<file path="config.mk">
export PLATFORM = sky130hd
export DESIGN_NAME = gsd_ctrl_flat
export DESIGN_NICKNAME = d
export VERILOG_FILES = /design/src/gsd_pkg.sv /design/src/gsd_link_if.sv /design/src/gsd_ctrl.sv /design/src/flat_wrapper.sv
export SDC_FILE = /design/constraint.sdc
export NUM_CORES = 1
export LEC_CHECK = 0
export BUFFER_PORTS_ARGS = -buffer_cell sky130_fd_sc_hd__buf_4
export CELL_PAD_IN_SITES_DETAIL_PLACEMENT = 0
export CELL_PAD_IN_SITES_GLOBAL_PLACEMENT = 1
export CORE_MARGIN = 3
export CORE_UTILIZATION = 24
export DETAILED_ROUTE_END_ITERATION = 16
export GPL_TIMING_DRIVEN = 0
export PLACE_DENSITY_LB_ADDON = 0.1
export SKIP_CTS_REPAIR_TIMING = 1
export SYNTH_ARGS = -nofsm -noshare
export SYNTH_HDL_FRONTEND = slang
export SYNTH_SLANG_ARGS = --single-unit
</file>
<file path="constraint.sdc">
create_clock -name clk -period 3.7 [get_ports clk]
set_clock_uncertainty 0.05 [all_clocks]
set_input_delay 1.11 -clock clk [delete_from_list [all_inputs] [get_ports clk]]
set_output_delay 1.11 -clock clk [all_outputs]
set_load 0.005 [all_outputs]
</file>
<file path="src/gsd_pkg.sv">
// Shared constants for the graphics memory init link: timing, codes, fields, register map.
// Assumes a 20 MHz system clock on both ends and a link clock made by the controller.
package gsd_pkg;

	// Clock and link rate
	localparam int CLK_MHZ   = 20;
	localparam int LINK_HALF = 4;

	// Power-up timing in microseconds and system clock cycles
	localparam int T_RESET_US = 100;
	localparam int T_POWER_US = 200;
	localparam int T_IMP_US   = 20;
	localparam int RESET_CYC  = T_RESET_US * CLK_MHZ;
	localparam int POWER_CYC  = T_POWER_US * CLK_MHZ;
	localparam int IMP_CYC    = T_IMP_US * CLK_MHZ;

	// Timing in link clock cycles
	localparam int DLL_LOCK_CLK       = 20000;
	localparam int MODE_WRITE_CLK     = 6;
	localparam int PDN_AFTER_DLL_CLK  = 10;
	localparam int DLL_SELF_CLEAR_CLK = 16;

	// Command codes {cs_n, ras_n, cas_n, we_n}
	localparam logic [3:0] MODE_REGISTER_WRITE_CMD = 4'h0;
	localparam logic [3:0] AUTO_REFRESH_CMD        = 4'h1;
	localparam logic [3:0] PRECHARGE_ALL_CMD       = 4'h2;
	localparam logic [3:0] WRITE_CMD               = 4'h4;
	localparam logic [3:0] READ_CMD                = 4'h5;
	localparam logic [3:0] NOP_CMD                 = 4'h7;
	localparam logic [3:0] DESELECT_CMD            = 4'hf;

	// Bank select codes for mode writes
	localparam logic [1:0] BANK_MODE = 2'h0;
	localparam logic [1:0] BANK_EXT  = 2'h1;

	// Address and mode field layout
	localparam int         ADDR_W         = 12;
	localparam int         COL_W          = 8;
	localparam int         BL_LSB         = 0;
	localparam int         BURST_TYPE_BIT = 3;
	localparam int         RL_LSB         = 4;
	localparam int         TEST_BIT       = 7;
	localparam int         DLL_RST_BIT    = 8;
	localparam int         WL_LSB         = 9;
	localparam int         PRECHARGE_ALL_CMD_BIT     = 8;
	localparam int         EXT_DT_BIT     = 2;
	localparam logic [2:0] BL4_CODE       = 3'h2;
	localparam logic [13:0] DUMMY_MODE    = 14'h0221;
	localparam int         BURST_LEN      = 4;

	// Controller register map
	localparam logic [7:0] REG_CTRL   = 8'h00;
	localparam logic [7:0] REG_MODE   = 8'h04;
	localparam logic [7:0] REG_EXT    = 8'h08;
	localparam logic [7:0] REG_STATUS = 8'h0c;
	localparam logic [7:0] REG_ACCESS = 8'h10;
	localparam int         CTRL_START   = 0;
	localparam int         CTRL_TERM    = 1;
	localparam int         CTRL_REWRITE = 2;
	localparam int         ACC_WRITE    = 12;

	typedef enum logic [7:0] {
		GSD_IDLE    = 8'h01,
		GSD_POWER   = 8'h02,
		GSD_RELEASE = 8'h04,
		GSD_CKE_UP  = 8'h08,
		GSD_ISSUE   = 8'h10,
		GSD_GAP     = 8'h20,
		GSD_LOCK    = 8'h40,
		GSD_READY   = 8'h80
	} gsd_state_t;

endpackage

</file>
<file path="src/gsd_link_if.sv">
// Command and reset pins between the memory controller and the memory device.
// The bench joins both ends through one instance; no clocking block.
`timescale 1ns/100ps
interface gsd_link_if;
	logic        ck;
	logic        device_reset_pin_n;
	logic        cke;
	logic        cs_n;
	logic        ras_n;
	logic        cas_n;
	logic        we_n;
	logic [1:0]  bank_select;
	logic [11:0] addr;
	logic        dq_oe;

	modport ctrl (
		output ck, device_reset_pin_n, cke, cs_n, ras_n, cas_n, we_n, bank_select, addr,
		input  dq_oe
	);
	modport dev (
		input  ck, device_reset_pin_n, cke, cs_n, ras_n, cas_n, we_n, bank_select, addr,
		output dq_oe
	);
endinterface

</file>
<file path="src/gsd_ctrl.sv">
// Memory controller end: runs the power-up sequence, mode rewrites and single bursts.
// Assumes a plain register port from software and the device on the other side of the link.
//
// Chosen here: the plain strobed port and the address map.
`timescale 1ns/100ps
// What the controller and device ends do
// Hold clock enable and reset low at power-up
// Reset low at least 100 us
// Clock enable at reset rise picks termination
// Reset low, select high keeps device quiet
// Wait 200 us before any command
// No-op, raise reset and enable, precharge all
// Dummy mode write with fixed pattern
// Extended mode write, bank 01, enables DLL
// Mode write, bank 00, with DLL reset
// Allow 20K clocks for DLL lock
// Precharge all, then two auto refreshes
// Mode write is all-low command, enable high
// Six clocks after a mode write
// Rewrite mode only with all banks idle
// Program mode after extended mode setting
// Device decodes mode fields by bit position
// Burst length four only, no reserved codes
// Bursts wrap inside aligned four-column block
// Burst type must be sequential
// Column bits A0 A1 zero, order 0-3
// Device updates impedance on refresh and idle no-ops
// Impedance optimal 20 us after clock
// Data termination quarter or half of reference
// DLL reset bit self-clears; no power-down soon
module gsd_ctrl #(
	parameter int LINK_HALF    = gsd_pkg::LINK_HALF,
	parameter int POWER_CYC    = gsd_pkg::POWER_CYC,
	parameter int DLL_LOCK_CLK = gsd_pkg::DLL_LOCK_CLK
) (
	// System
	input  wire logic        clk,
	input  wire logic        rstn,
	// Register port
	input  wire logic [7:0]  reg_addr,
	input  wire logic [31:0] reg_wdata,
	input  wire logic        reg_wr,
	input  wire logic        reg_rd,
	output logic [31:0]      reg_rdata,
	// Link
	gsd_link_if.ctrl         link
);
	localparam logic [3:0] ST_PREALL1 = 4'h0;
	localparam logic [3:0] ST_DUMMY   = 4'h1;
	localparam logic [3:0] ST_EXT     = 4'h2;
	localparam logic [3:0] ST_MODE    = 4'h3;
	localparam logic [3:0] ST_PREALL2 = 4'h4;
	localparam logic [3:0] ST_REF1    = 4'h5;
	localparam logic [3:0] ST_REF2    = 4'h6;
	localparam logic [3:0] ST_REWRITE = 4'h7;
	localparam logic [3:0] ST_ACCESS  = 4'h8;

	gsd_pkg::gsd_state_t state;
	logic [7:0]          div;
	logic                ck;
	logic [15:0]         cnt;
	logic [3:0]          step;
	logic [3:0]          cmd;
	logic [1:0]          bank;
	logic [11:0]         addr;
	logic                reset_pin_n;
	logic                cke;
	logic                term_full;
	logic [11:0]         mode_reg;
	logic [11:0]         ext_reg;
	logic [12:0]         acc_reg;
	logic                init_done;
	logic [15:0]         imp_cnt;
	logic                imp_ok;

	// Link clock divider; commands change on the falling edge
	wire [7:0] div_last = 8'(2 * LINK_HALF - 1);
	wire [7:0] next_div = (div == div_last) ? 8'h00 : div + 8'h01;
	wire       fall     = (div == 8'(LINK_HALF - 1));

	// Register decode
	wire wr_ctrl   = reg_wr & (reg_addr == gsd_pkg::REG_CTRL);
	wire wr_mode   = reg_wr & (reg_addr == gsd_pkg::REG_MODE);
	wire wr_ext    = reg_wr & (reg_addr == gsd_pkg::REG_EXT);
	wire wr_access = reg_wr & (reg_addr == gsd_pkg::REG_ACCESS);
	wire start     = wr_ctrl & reg_wdata[gsd_pkg::CTRL_START];
	wire rewrite   = wr_ctrl & reg_wdata[gsd_pkg::CTRL_REWRITE];

	// Mode word with burst length and type forced to the legal values
	wire [11:0] mode_word = {mode_reg[11:4], 1'b0, gsd_pkg::BL4_CODE};
	wire [11:0] dll_mask  = 12'(1 << gsd_pkg::DLL_RST_BIT);
	wire [11:0] prea_mask = 12'(1 << gsd_pkg::PRECHARGE_ALL_CMD_BIT);
	wire [11:0] col_word  = {4'h0, acc_reg[7:2], 2'b00};

	// Step table: command, bank and address for each step
	function automatic logic [17:0] step_word(input logic [3:0] s, input logic [11:0] mw,
	                                          input logic [11:0] ew, input logic [12:0] acc,
	                                          input logic [11:0] cw);
		logic [3:0] acc_cmd;
		acc_cmd = acc[gsd_pkg::ACC_WRITE] ? gsd_pkg::WRITE_CMD : gsd_pkg::READ_CMD;
		case (s)
			ST_PREALL1: step_word = {gsd_pkg::PRECHARGE_ALL_CMD, 2'h0, prea_mask};
			ST_DUMMY:   step_word = {gsd_pkg::MODE_REGISTER_WRITE_CMD, gsd_pkg::DUMMY_MODE};
			ST_EXT:     step_word = {gsd_pkg::MODE_REGISTER_WRITE_CMD, gsd_pkg::BANK_EXT, ew};
			ST_MODE:    step_word = {gsd_pkg::MODE_REGISTER_WRITE_CMD, gsd_pkg::BANK_MODE,
			                         mw | dll_mask};
			ST_PREALL2: step_word = {gsd_pkg::PRECHARGE_ALL_CMD, 2'h0, prea_mask};
			ST_REF1:    step_word = {gsd_pkg::AUTO_REFRESH_CMD, 2'h0, 12'h000};
			ST_REF2:    step_word = {gsd_pkg::AUTO_REFRESH_CMD, 2'h0, 12'h000};
			ST_REWRITE: step_word = {gsd_pkg::MODE_REGISTER_WRITE_CMD, gsd_pkg::BANK_MODE, mw};
			ST_ACCESS:  step_word = {acc_cmd, acc[9:8], cw};
			default:    step_word = {gsd_pkg::NOP_CMD, 2'h0, 12'h000};
		endcase
	endfunction

	wire [17:0] cur_step = step_word(step, mode_word, ext_reg, acc_reg, col_word);
	wire        cnt_done_power = (cnt >= 16'(POWER_CYC - 1));
	wire        gap_done       = (cnt == 16'(gsd_pkg::MODE_WRITE_CLK - 1));
	wire        lock_done      = (cnt == 16'(DLL_LOCK_CLK - 1));
	wire        last_init      = (step == ST_REF2);
	wire        after_dll      = (step == ST_MODE);
	wire        is_ready       = (state == gsd_pkg::GSD_READY);

	assign link.ck                 = ck;
	assign link.device_reset_pin_n = reset_pin_n;
	assign link.cke                = cke;
	assign {link.cs_n, link.ras_n, link.cas_n, link.we_n} = cmd;
	assign link.bank_select        = bank;
	assign link.addr               = addr;

	always_ff @(posedge clk) begin
		if (!rstn) begin
			div <= 8'h00;
			ck  <= 1'b0;
		end else begin
			div <= next_div;
			ck  <= (next_div < 8'(LINK_HALF));
		end
	end

	// Impedance settle time since the link clock started
	always_ff @(posedge clk) begin
		if (!rstn) begin
			imp_cnt <= 16'h0000;
			imp_ok  <= 1'b0;
		end else if (!imp_ok) begin
			imp_cnt <= imp_cnt + 16'h0001;
			imp_ok  <= (imp_cnt == 16'(gsd_pkg::IMP_CYC - 1));
		end
	end

	// Software registers
	always_ff @(posedge clk) begin
		if (!rstn) begin
			term_full <= 1'b0;
			mode_reg  <= 12'h000;
			ext_reg   <= 12'h000;
			acc_reg   <= 13'h0000;
		end else begin
			if (wr_ctrl) begin
				term_full <= reg_wdata[gsd_pkg::CTRL_TERM];
			end
			if (wr_mode) begin
				mode_reg <= reg_wdata[11:0];
			end
			if (wr_ext) begin
				ext_reg <= reg_wdata[11:0];
			end
			if (wr_access && is_ready) begin
				acc_reg <= reg_wdata[12:0];
			end
		end
	end

	always_ff @(posedge clk) begin
		if (!rstn) begin
			reg_rdata <= 32'h0000_0000;
		end else if (reg_rd) begin
			case (reg_addr)
				gsd_pkg::REG_CTRL:   reg_rdata <= {30'h0, term_full, 1'b0};
				gsd_pkg::REG_MODE:   reg_rdata <= {20'h0, mode_reg};
				gsd_pkg::REG_EXT:    reg_rdata <= {20'h0, ext_reg};
				gsd_pkg::REG_STATUS: reg_rdata <= {20'h0, state, 1'b0, imp_ok, init_done,
				                                   ~is_ready & (state != gsd_pkg::GSD_IDLE)};
				gsd_pkg::REG_ACCESS: reg_rdata <= {19'h0, acc_reg};
				default:             reg_rdata <= 32'h0000_0000;
			endcase
		end else begin
			reg_rdata <= 32'h0000_0000;
		end
	end

	// Sequencer
	always_ff @(posedge clk) begin
		if (!rstn) begin
			state       <= gsd_pkg::GSD_IDLE;
			cnt         <= 16'h0000;
			step        <= ST_PREALL1;
			cmd         <= gsd_pkg::DESELECT_CMD;
			bank        <= 2'h0;
			addr        <= 12'h000;
			reset_pin_n <= 1'b0;
			cke         <= 1'b0;
			init_done   <= 1'b0;
		end else begin
			case (state)
				gsd_pkg::GSD_IDLE: begin
					if (start) begin
						state       <= gsd_pkg::GSD_POWER;
						cnt         <= 16'h0000;
						reset_pin_n <= 1'b0;
						cke         <= 1'b0;
						cmd         <= gsd_pkg::DESELECT_CMD;
						init_done   <= 1'b0;
					end
				end
				gsd_pkg::GSD_POWER: begin
					if (!cnt_done_power) begin
						cnt <= cnt + 16'h0001;
					end else if (fall) begin
						cmd   <= gsd_pkg::NOP_CMD;
						state <= gsd_pkg::GSD_RELEASE;
					end
				end
				gsd_pkg::GSD_RELEASE: begin
					if (fall) begin
						reset_pin_n <= 1'b1;
						cke         <= term_full;
						state       <= gsd_pkg::GSD_CKE_UP;
					end
				end
				gsd_pkg::GSD_CKE_UP: begin
					if (fall) begin
						cke   <= 1'b1;
						step  <= ST_PREALL1;
						state <= gsd_pkg::GSD_ISSUE;
					end
				end
				gsd_pkg::GSD_ISSUE: begin
					if (fall) begin
						{cmd, bank, addr} <= cur_step;
						cnt               <= 16'h0000;
						state             <= gsd_pkg::GSD_GAP;
					end
				end
				gsd_pkg::GSD_GAP: begin
					if (fall) begin
						cmd  <= gsd_pkg::NOP_CMD;
						bank <= 2'h0;
						addr <= 12'h000;
						cnt  <= cnt + 16'h0001;
						if (gap_done) begin
							cnt <= 16'h0000;
							if (after_dll) begin
								state <= gsd_pkg::GSD_LOCK;
							end else if (last_init || step > ST_REF2) begin
								init_done <= 1'b1;
								state     <= gsd_pkg::GSD_READY;
							end else begin
								step  <= step + 4'h1;
								state <= gsd_pkg::GSD_ISSUE;
							end
						end
					end
				end
				gsd_pkg::GSD_LOCK: begin
					if (fall) begin
						cnt <= cnt + 16'h0001;
						if (lock_done) begin
							step  <= ST_PREALL2;
							state <= gsd_pkg::GSD_ISSUE;
						end
					end
				end
				gsd_pkg::GSD_READY: begin
					// No bank is ever opened, so all banks are idle here
					if (rewrite) begin
						step  <= ST_REWRITE;
						state <= gsd_pkg::GSD_ISSUE;
					end else if (wr_access) begin
						step  <= ST_ACCESS;
						state <= gsd_pkg::GSD_ISSUE;
					end else if (start) begin
						state       <= gsd_pkg::GSD_POWER;
						cnt         <= 16'h0000;
						reset_pin_n <= 1'b0;
						cke         <= 1'b0;
						cmd         <= gsd_pkg::DESELECT_CMD;
						init_done   <= 1'b0;
					end
				end
				default: begin
					state <= gsd_pkg::GSD_IDLE;
				end
			endcase
		end
	end
endmodule

</file>
<file path="src/flat_wrapper.sv">
// flat-port wrapper written by rule: the top's interface ports become plain ports
module gsd_ctrl_flat 
#(
	parameter int LINK_HALF    = gsd_pkg::LINK_HALF,
	parameter int POWER_CYC    = gsd_pkg::POWER_CYC,
	parameter int DLL_LOCK_CLK = gsd_pkg::DLL_LOCK_CLK
)
  (clk, rstn, reg_addr, reg_wdata, reg_wr, reg_rd, reg_rdata, link_ck, link_device_reset_pin_n, link_cke, link_cs_n, link_ras_n, link_cas_n, link_we_n, link_bank_select, link_addr, link_dq_oe);
  gsd_link_if link_i ();
  input  wire logic clk;
  input  wire logic rstn;
  input  wire logic [7:0] reg_addr;
  input  wire logic [31:0] reg_wdata;
  input  wire logic reg_wr;
  input  wire logic reg_rd;
  output logic [31:0] reg_rdata;
  output wire logic [$bits(link_i.ck)-1:0] link_ck;
  output wire logic [$bits(link_i.device_reset_pin_n)-1:0] link_device_reset_pin_n;
  output wire logic [$bits(link_i.cke)-1:0] link_cke;
  output wire logic [$bits(link_i.cs_n)-1:0] link_cs_n;
  output wire logic [$bits(link_i.ras_n)-1:0] link_ras_n;
  output wire logic [$bits(link_i.cas_n)-1:0] link_cas_n;
  output wire logic [$bits(link_i.we_n)-1:0] link_we_n;
  output wire logic [$bits(link_i.bank_select)-1:0] link_bank_select;
  output wire logic [$bits(link_i.addr)-1:0] link_addr;
  input wire logic [$bits(link_i.dq_oe)-1:0] link_dq_oe;
  assign link_ck = link_i.ck;
  assign link_device_reset_pin_n = link_i.device_reset_pin_n;
  assign link_cke = link_i.cke;
  assign link_cs_n = link_i.cs_n;
  assign link_ras_n = link_i.ras_n;
  assign link_cas_n = link_i.cas_n;
  assign link_we_n = link_i.we_n;
  assign link_bank_select = link_i.bank_select;
  assign link_addr = link_i.addr;
  assign link_i.dq_oe = link_dq_oe;
  gsd_ctrl #(.LINK_HALF(LINK_HALF), .POWER_CYC(POWER_CYC), .DLL_LOCK_CLK(DLL_LOCK_CLK)) u_core (.clk(clk), .rstn(rstn), .reg_addr(reg_addr), .reg_wdata(reg_wdata), .reg_wr(reg_wr), .reg_rd(reg_rd), .reg_rdata(reg_rdata), .link(link_i));
endmodule
</file>
==> flow_metrics.py, run 1 <==
metrics = {
    "final_layout": {
        "reg.largest.list": "u_core.cnt (16), u_core.imp_cnt (16)",
        "drive_gt1_share_pct": 15.4,
        "area_growth_pct": 23.8,
        "multi_input_area_um2": 3600,
        "fill_cells": 2825,
        "ff_latch_area_um2": 2520,
        "n_antenna_cell": 0,
        "nets": 914,
    },
    "power_and_ir_drop": {
        "intPower_mw": 2.39,
        "switching_share_pct": 26.1,
        "pwr-share-seq_pct": 42.3,
        "power.density_nw_per_um2": 409,
        "combPwrFrac_pct": 4.7,
        "p_switching_mw": 0.845,
        "p_leak_nw": 2.89,
        "peakVddDrop_v": 0.000231,
        "p_clk_share_pct": 53.0,
    },
    "grt": {
        "grt_max_degree": 17,
        "grt_pass1_vias": 5695,
        "overflow": 0,
        "antenna_found_initial": 1,
        "grt_usage_pct": 15.5,
        "grt_pass1_wl_mm": 34.3,
    },
    "timing": {
        "fmax_ghz": 0.289,
        "setup_slack_ps": 235,
        "whs_ps": 401,
        "finalMaxSlewViolations": 0,
        "finalCriticalPeriod_ps": 3460,
        "grt_setup_unrepaired": "no",
        "slew-limit-headroom_pct": 26.5,
        "min_period_over_period_pct": 93.6,
        "final-hold-violation-count": 0,
        "finalSetupViolCount": 0,
        "tightest_slew_ps": 1100,
    },
    "synth": {
        "synth_edf_count": 0,
        "async_reset_ff_share_pct": 0,
        "netlist.top_cell.by_area": "dfxtp_1",
        "synth_top_area_share_pct": 39.4,
        "ys_top_cells_by_area": "dfxtp_1, nand2_1, a21boi_0, a21oi_1, and2_1",
        "syn-cell-area_um2": 6390,
        "postSynthCellCount": 768,
        "synth_flop_cell": "dfxtp_1",
        "seq_area_frac_synth_pct": 39.4,
        "avgSynthCellArea_um2": 8.33,
        "ys_ff_latch": 126,
        "yosysUniqueCellTypes": 67,
        "synth.yosys.warnings": 0,
    },
    "placement": {
        "preCtsSetupSlack_ps": -525,
        "io_buffer_count": 56,
        "gp_congestion": 0.803,
        "dp_hpwl_mm": 16.4,
    },
    "setup_path": {
        "path_max_fanout": 10,
        "critPathKind": "in2reg",
        "cp.required_ps": 3960,
        "worstSetupStartpointType": "input port",
        "cp-end-kind": "register",
        "worstPathArrival_ps": 3720,
    },
    "die": {
        "core-area_um2": 26100,
        "num_rows": 59,
        "die_area_um2": 28600,
        "start_util_pct": 24.5,
        "die_x_um": 169,
        "io-pin-count": 98,
        "die_h_um": 169,
    },
    "routing": {
        "dr.pass1.iters": 7,
        "ant_nets": 0,
        "viasPerCell": 4.88,
        "vias": 5897,
        "drc": 0,
        "first_iter_violations": 450,
        "routed_wl_mm": 22.2,
        "wire_per_inst_um": 18.4,
    },
    "cts": {
        "htreeDepth": 4,
        "path_clk_slew_ps": 60,
        "clockBufferDepth": 2,
        "cts_tree": "done",
        "cts_buffers": 17,
        "clock-sinks": 126,
        "cts-root-buf": "clkbuf_16",
        "worstSkewPairLatency_ps": 420,
    },
    "hold_path": {
        "hp-class": "reg2reg",
    },
    "run_status": {
        "status": "finished, final reports clean",
    },
    "flow_run": {
        "maxCapViolCount": 0,
    },
}
[cell usage after synthesis (16+ instances only)]
library cell and number:
nand4_1 16, clkbuf_1 39, a21oi_1 41, a21boi_0 31, nand3_1 22, nor2_1 41, nand2_1 120, dfxtp_1 126
buf_4 19, and2_1 28, o21ai_0 18, nor2b_1 21
[cell usage in the layout, fill, tap and decap left out, types with 9 or more instances in the layout]
cell type | netlist | final
a21boi_0 | 31 | 31
a21boi_1 | 14 | 14
a21oi_1 | 41 | 41
a22oi_1 | 14 | 14
and2_1 | 28 | 28
and3_1 | 12 | 12
buf_4 | 19 | 75
clkbuf_1 | 39 | 38
clkbuf_16 | 0 | 17
conb_1 | 1 | 19
dfxtp_1 | 126 | 126
inv_1 | 10 | 10
mux2_2 | 9 | 9
mux2i_1 | 9 | 9
nand2_1 | 120 | 120
nand3_1 | 22 | 22
nand4_1 | 16 | 16
nor2_1 | 41 | 41
nor2b_1 | 21 | 21
nor4_1 | 11 | 9
o21ai_0 | 18 | 18
o31ai_1 | 12 | 11
or3_1 | 11 | 11
or4_1 | 11 | 11
xnor2_1 | 12 | 12
xor2_1 | 12 | 12
[per-layer routing]
| metal | up-vias | track usage (%) | share of wire [%] |
|---|---|---|---|
| li1 | 2900 | - | - |
| met2 | 145 | 24.6 | 47 |
| met1 | 2835 | 21.7 | 48 |
| met3 | 17 | 3.03 | 4.0 |
| met5 | - | 0 | 0 |
| met4 | 0 | 3.91 | 1.1 |
[power groups by stage]
stage | Sequential [mW] | Clock (mW) | Combinational [mW]
2_1_floorplan | 1.40 | 0 | 0.0865
3_3_place_gp | 1.40 | 0 | 0.152
3_5_place_dp | 1.40 | 0 | 0.153
4_1_cts | 1.37 | 1.76 | 0.154
5_1_grt | 1.37 | 1.82 | 0.168
6_report | 1.37 | 1.72 | 0.153
[final timing paths]
kind	start	to	slack [ps]	cells past startpoint
worst max-delay path	reg_addr[3]	u_core.cnt[9]	240	9
worst min-delay path	u_core.div[0]	u_core.div[0]	400	1
worst max register to register	u_core.div[3]	u_core.link.addr[3]	420	6
worst min register to register	u_core.div[0]	u_core.div[0]	400	1
[kinds of logic (layout without fill, tap and decap cells)]
logic type,count (synthesis),in the layout,share of synthesized area [%]
and+or+nand+nor,344,344,28.6
AOI/OAI and AO/OA,172,172,18.4
other,1,19,0.0586
adders and majority gates,8,8,1.57
xor gates and xnor gates,24,24,3.29
DFF,126,126,39.4
muxes,18,18,2.99
buffers and inverters,75,163,5.62
[metrics by stage]
step	cells	instance area, um^2	TNS [ps]	power [mW]	utilization [%]
floorplan	786	6460	0	1.49	-
detailed placement	1177	7300	-19730	1.55	27.9
CTS	1209	7890	-805	3.28	30.2
finish	1209	7920	0	3.24	30.3
global route	1209	7920	0	3.35	30.3
global placement	1177	7300	-18870	1.55	27.9
[layout make-up]
cell class | count | share of cell area, %
well taps | 335 | 5.29
clock buffers | 17 | 5.37
flip-flops and latches | 126 | 31.9
plain buffers | 65 | 4.08
inverters | 10 | 0.474
repair buffers | 56 | 5.31
multi-input cells | 585 | 45.5
clock inverters | 15 | 2.09
[critical path, cell delays in order]
cell,delay [ps]
buf_4,110
clkbuf_1,270
nor4b_1,460
nand2_1,190
nor4_2,610
or2_1,340
buf_2,260
nor4b_1,100
o221a_1,260
No activity file was read; power rests on OpenSTA's default activity.
==> run 2, diff against run 1 <==
==> constraint.sdc (replaced) <==
create_clock -name clk -period 3.7 [get_ports clk]
set_clock_uncertainty 0.05 [all_clocks]
set_input_delay 0.185 -clock clk [delete_from_list [all_inputs] [get_ports clk]]
set_output_delay 0.185 -clock clk [all_outputs]
set_load 0.005 [all_outputs]
==> run 2 against run 1 <==
Against the previous run:
- worst hold slack lost 410 ps
- utilization grew 0.26 points
- the run now ends with negative hold slack left
- maximum frequency grew 2.5%
- combinational power grew 4%
- largest power group unchanged
==> flow_metrics.py, run 2 (synthesis results as in run 1) <==
metrics = {
    "hold_path": {
        "hp-class": "in2reg",
    },
    "cts": {
        "cts_tree": "done",
        "htreeDepth": 4,
        "clock-sinks": 126,
        "path_clk_slew_ps": 70,
        "clockBufferDepth": 2,
        "worstSkewPairLatency_ps": 420,
        "cts-root-buf": "clkbuf_16",
        "cts_buffers": 17,
    },
    "setup_path": {
        "reg2reg_depth": 6,
        "path_buf_inv": 0,
        "crit_end": "u_core.link.addr[3]",
        "cp-startpoint": "u_core.div[3]",
        "r2r_setup_slack_ps": 320,
        "timing.rr.start": "u_core.div[3]",
        "crit_family": "simple AND/OR/NAND/NOR gates",
        "critPathKind": "reg2reg",
        "worstSetupStartpointType": "register",
        "worstPathArrival_ps": 3670,
        "cp-end-kind": "register",
        "cp.required_ps": 3990,
        "rr_endpoint": "u_core.link.addr[3]",
        "max_stage_delay_ps": 820,
        "slowest_stage": "nor3_1",
        "path_max_fanout": 7,
        "cp_num_cells": 6,
        "crit_chain": "or4_4 -> nor4b_2 -> nand4_1 -> nor3_1 -> a22oi_1 -> a21boi_0",
    },
    "routing": {
        "drc": 0,
        "wire_per_inst_um": 18.2,
        "vias": 5907,
        "viasPerCell": 4.85,
        "ant_nets": 0,
        "first_iter_violations": 428,
        "dr.pass1.iters": 5,
        "routed_wl_mm": 22.2,
    },
    "final_layout": {
        "reg.largest.list": "u_core.cnt (16), u_core.imp_cnt (16)",
        "utilization_pct": 30.6,
        "final_cells": 1217,
        "n_antenna_cell": 0,
        "final_common_cell": "dfxtp_1",
        "nets": 922,
        "area_growth_pct": 24.9,
        "layout_common_cells": "dfxtp_1, nand2_1, buf_4",
        "finalInstanceArea_um2": 7990,
        "drive_gt1_share_pct": 15.1,
    },
    "power_and_ir_drop": {
        "power_mw": 3.24,
        "power.density_nw_per_um2": 406,
        "peakVddDrop_v": 0.000230,
        "p_leak_nw": 2.92,
    },
    "timing": {
        "whs_ps": -11.4,
        "tightest_slew_ps": 1100,
        "min_period_over_period_pct": 91.3,
        "finalMaxSlewViolations": 0,
        "fmax_ghz": 0.296,
        "finalCriticalPeriod_ps": 3380,
        "final-hold-violation-count": 2,
        "finalSetupViolCount": 0,
        "slew-limit-headroom_pct": 26.2,
        "setup_slack_ps": 321,
        "fin_setup_tns_ps": 0,
        "grt_setup_unrepaired": "no",
    },
    "flow_run": {
        "maxCapViolCount": 0,
    },
    "die": {
        "io-pin-count": 98,
        "die_area_um2": 28600,
        "core-area_um2": 26100,
        "die_x_um": 169,
        "die_h_um": 169,
        "num_rows": 59,
        "start_util_pct": 24.5,
    },
    "run_status": {
        "status": "complete, but fails checks",
        "violations": "negative hold slack",
    },
    "placement": {
        "placedCellCount": 1177,
        "dpl_cell_area_um2": 7300,
        "gp_congestion": 0.803,
        "dp_hpwl_mm": 16.4,
        "preCtsSetupSlack_ps": 316,
        "io_buffer_count": 56,
    },
    "grt": {
        "antenna_found_initial": 1,
        "grt_pass1_vias": 5695,
        "grt_usage_pct": 15.5,
        "grt_pass1_wl_mm": 34.3,
        "overflow": 0,
        "grt_max_degree": 17,
    },
}
[run 2: cell count changes in the layout (fill, tap and decap cells not counted), sizes merged]
cell         before  now
dlygate4sd3       0    8
[run 2: cell type report]
class                      count  area (um^2)
clock inverter                15          165
inverter                      10         37.5
multi-input combinational    585         3590
clock buffer                  17          425
tap                          335          419
timing repair buffer          64          500
buffer                        65          322
sequential                   126         2520
fill                        2826        18100
[run 2: worst min-delay path, cell delays in order]
cell and delay, ps:
buf_4 120, nand2_1 50, a21boi_0 60
[run 2: where the power goes]
part	total, mW	internal [mW]	switching [mW]
Sequential	1.37	1.36	0.00492
Clock	1.71	0.965	0.748
Combinational	0.159	0.0697	0.0890
[run 2: layer usage]
| layer | GRT usage (%) | vias up | part of all wire, % | wire, um |
|---|---|---|---|---|
| met4 | 3.91 | 0 | 1.2 | 260 |
| met3 | 3.03 | 19 | 3.4 | 748 |
| li1 | - | 2919 | - | - |
| met2 | 24.6 | 121 | 47 | 10400 |
| met5 | 0 | - | 0 | 0 |
| met1 | 21.7 | 2848 | 49 | 10800 |
[run 2: worst min-delay path by stage]
stage | end | from | depth (start not counted)
after detailed placement | u_core.div[0] | u_core.div[0] | 1
after CTS | u_core.ext_reg[4] | reg_wdata[4] | 3
after floorplan | u_core.acc_reg[11] | reg_wdata[11] | 2
after global routing | u_core.ext_reg[9] | reg_wdata[9] | 3
after global placement | u_core.div[0] | u_core.div[0] | 1
final | u_core.mode_reg[10] | reg_wdata[10] | 3
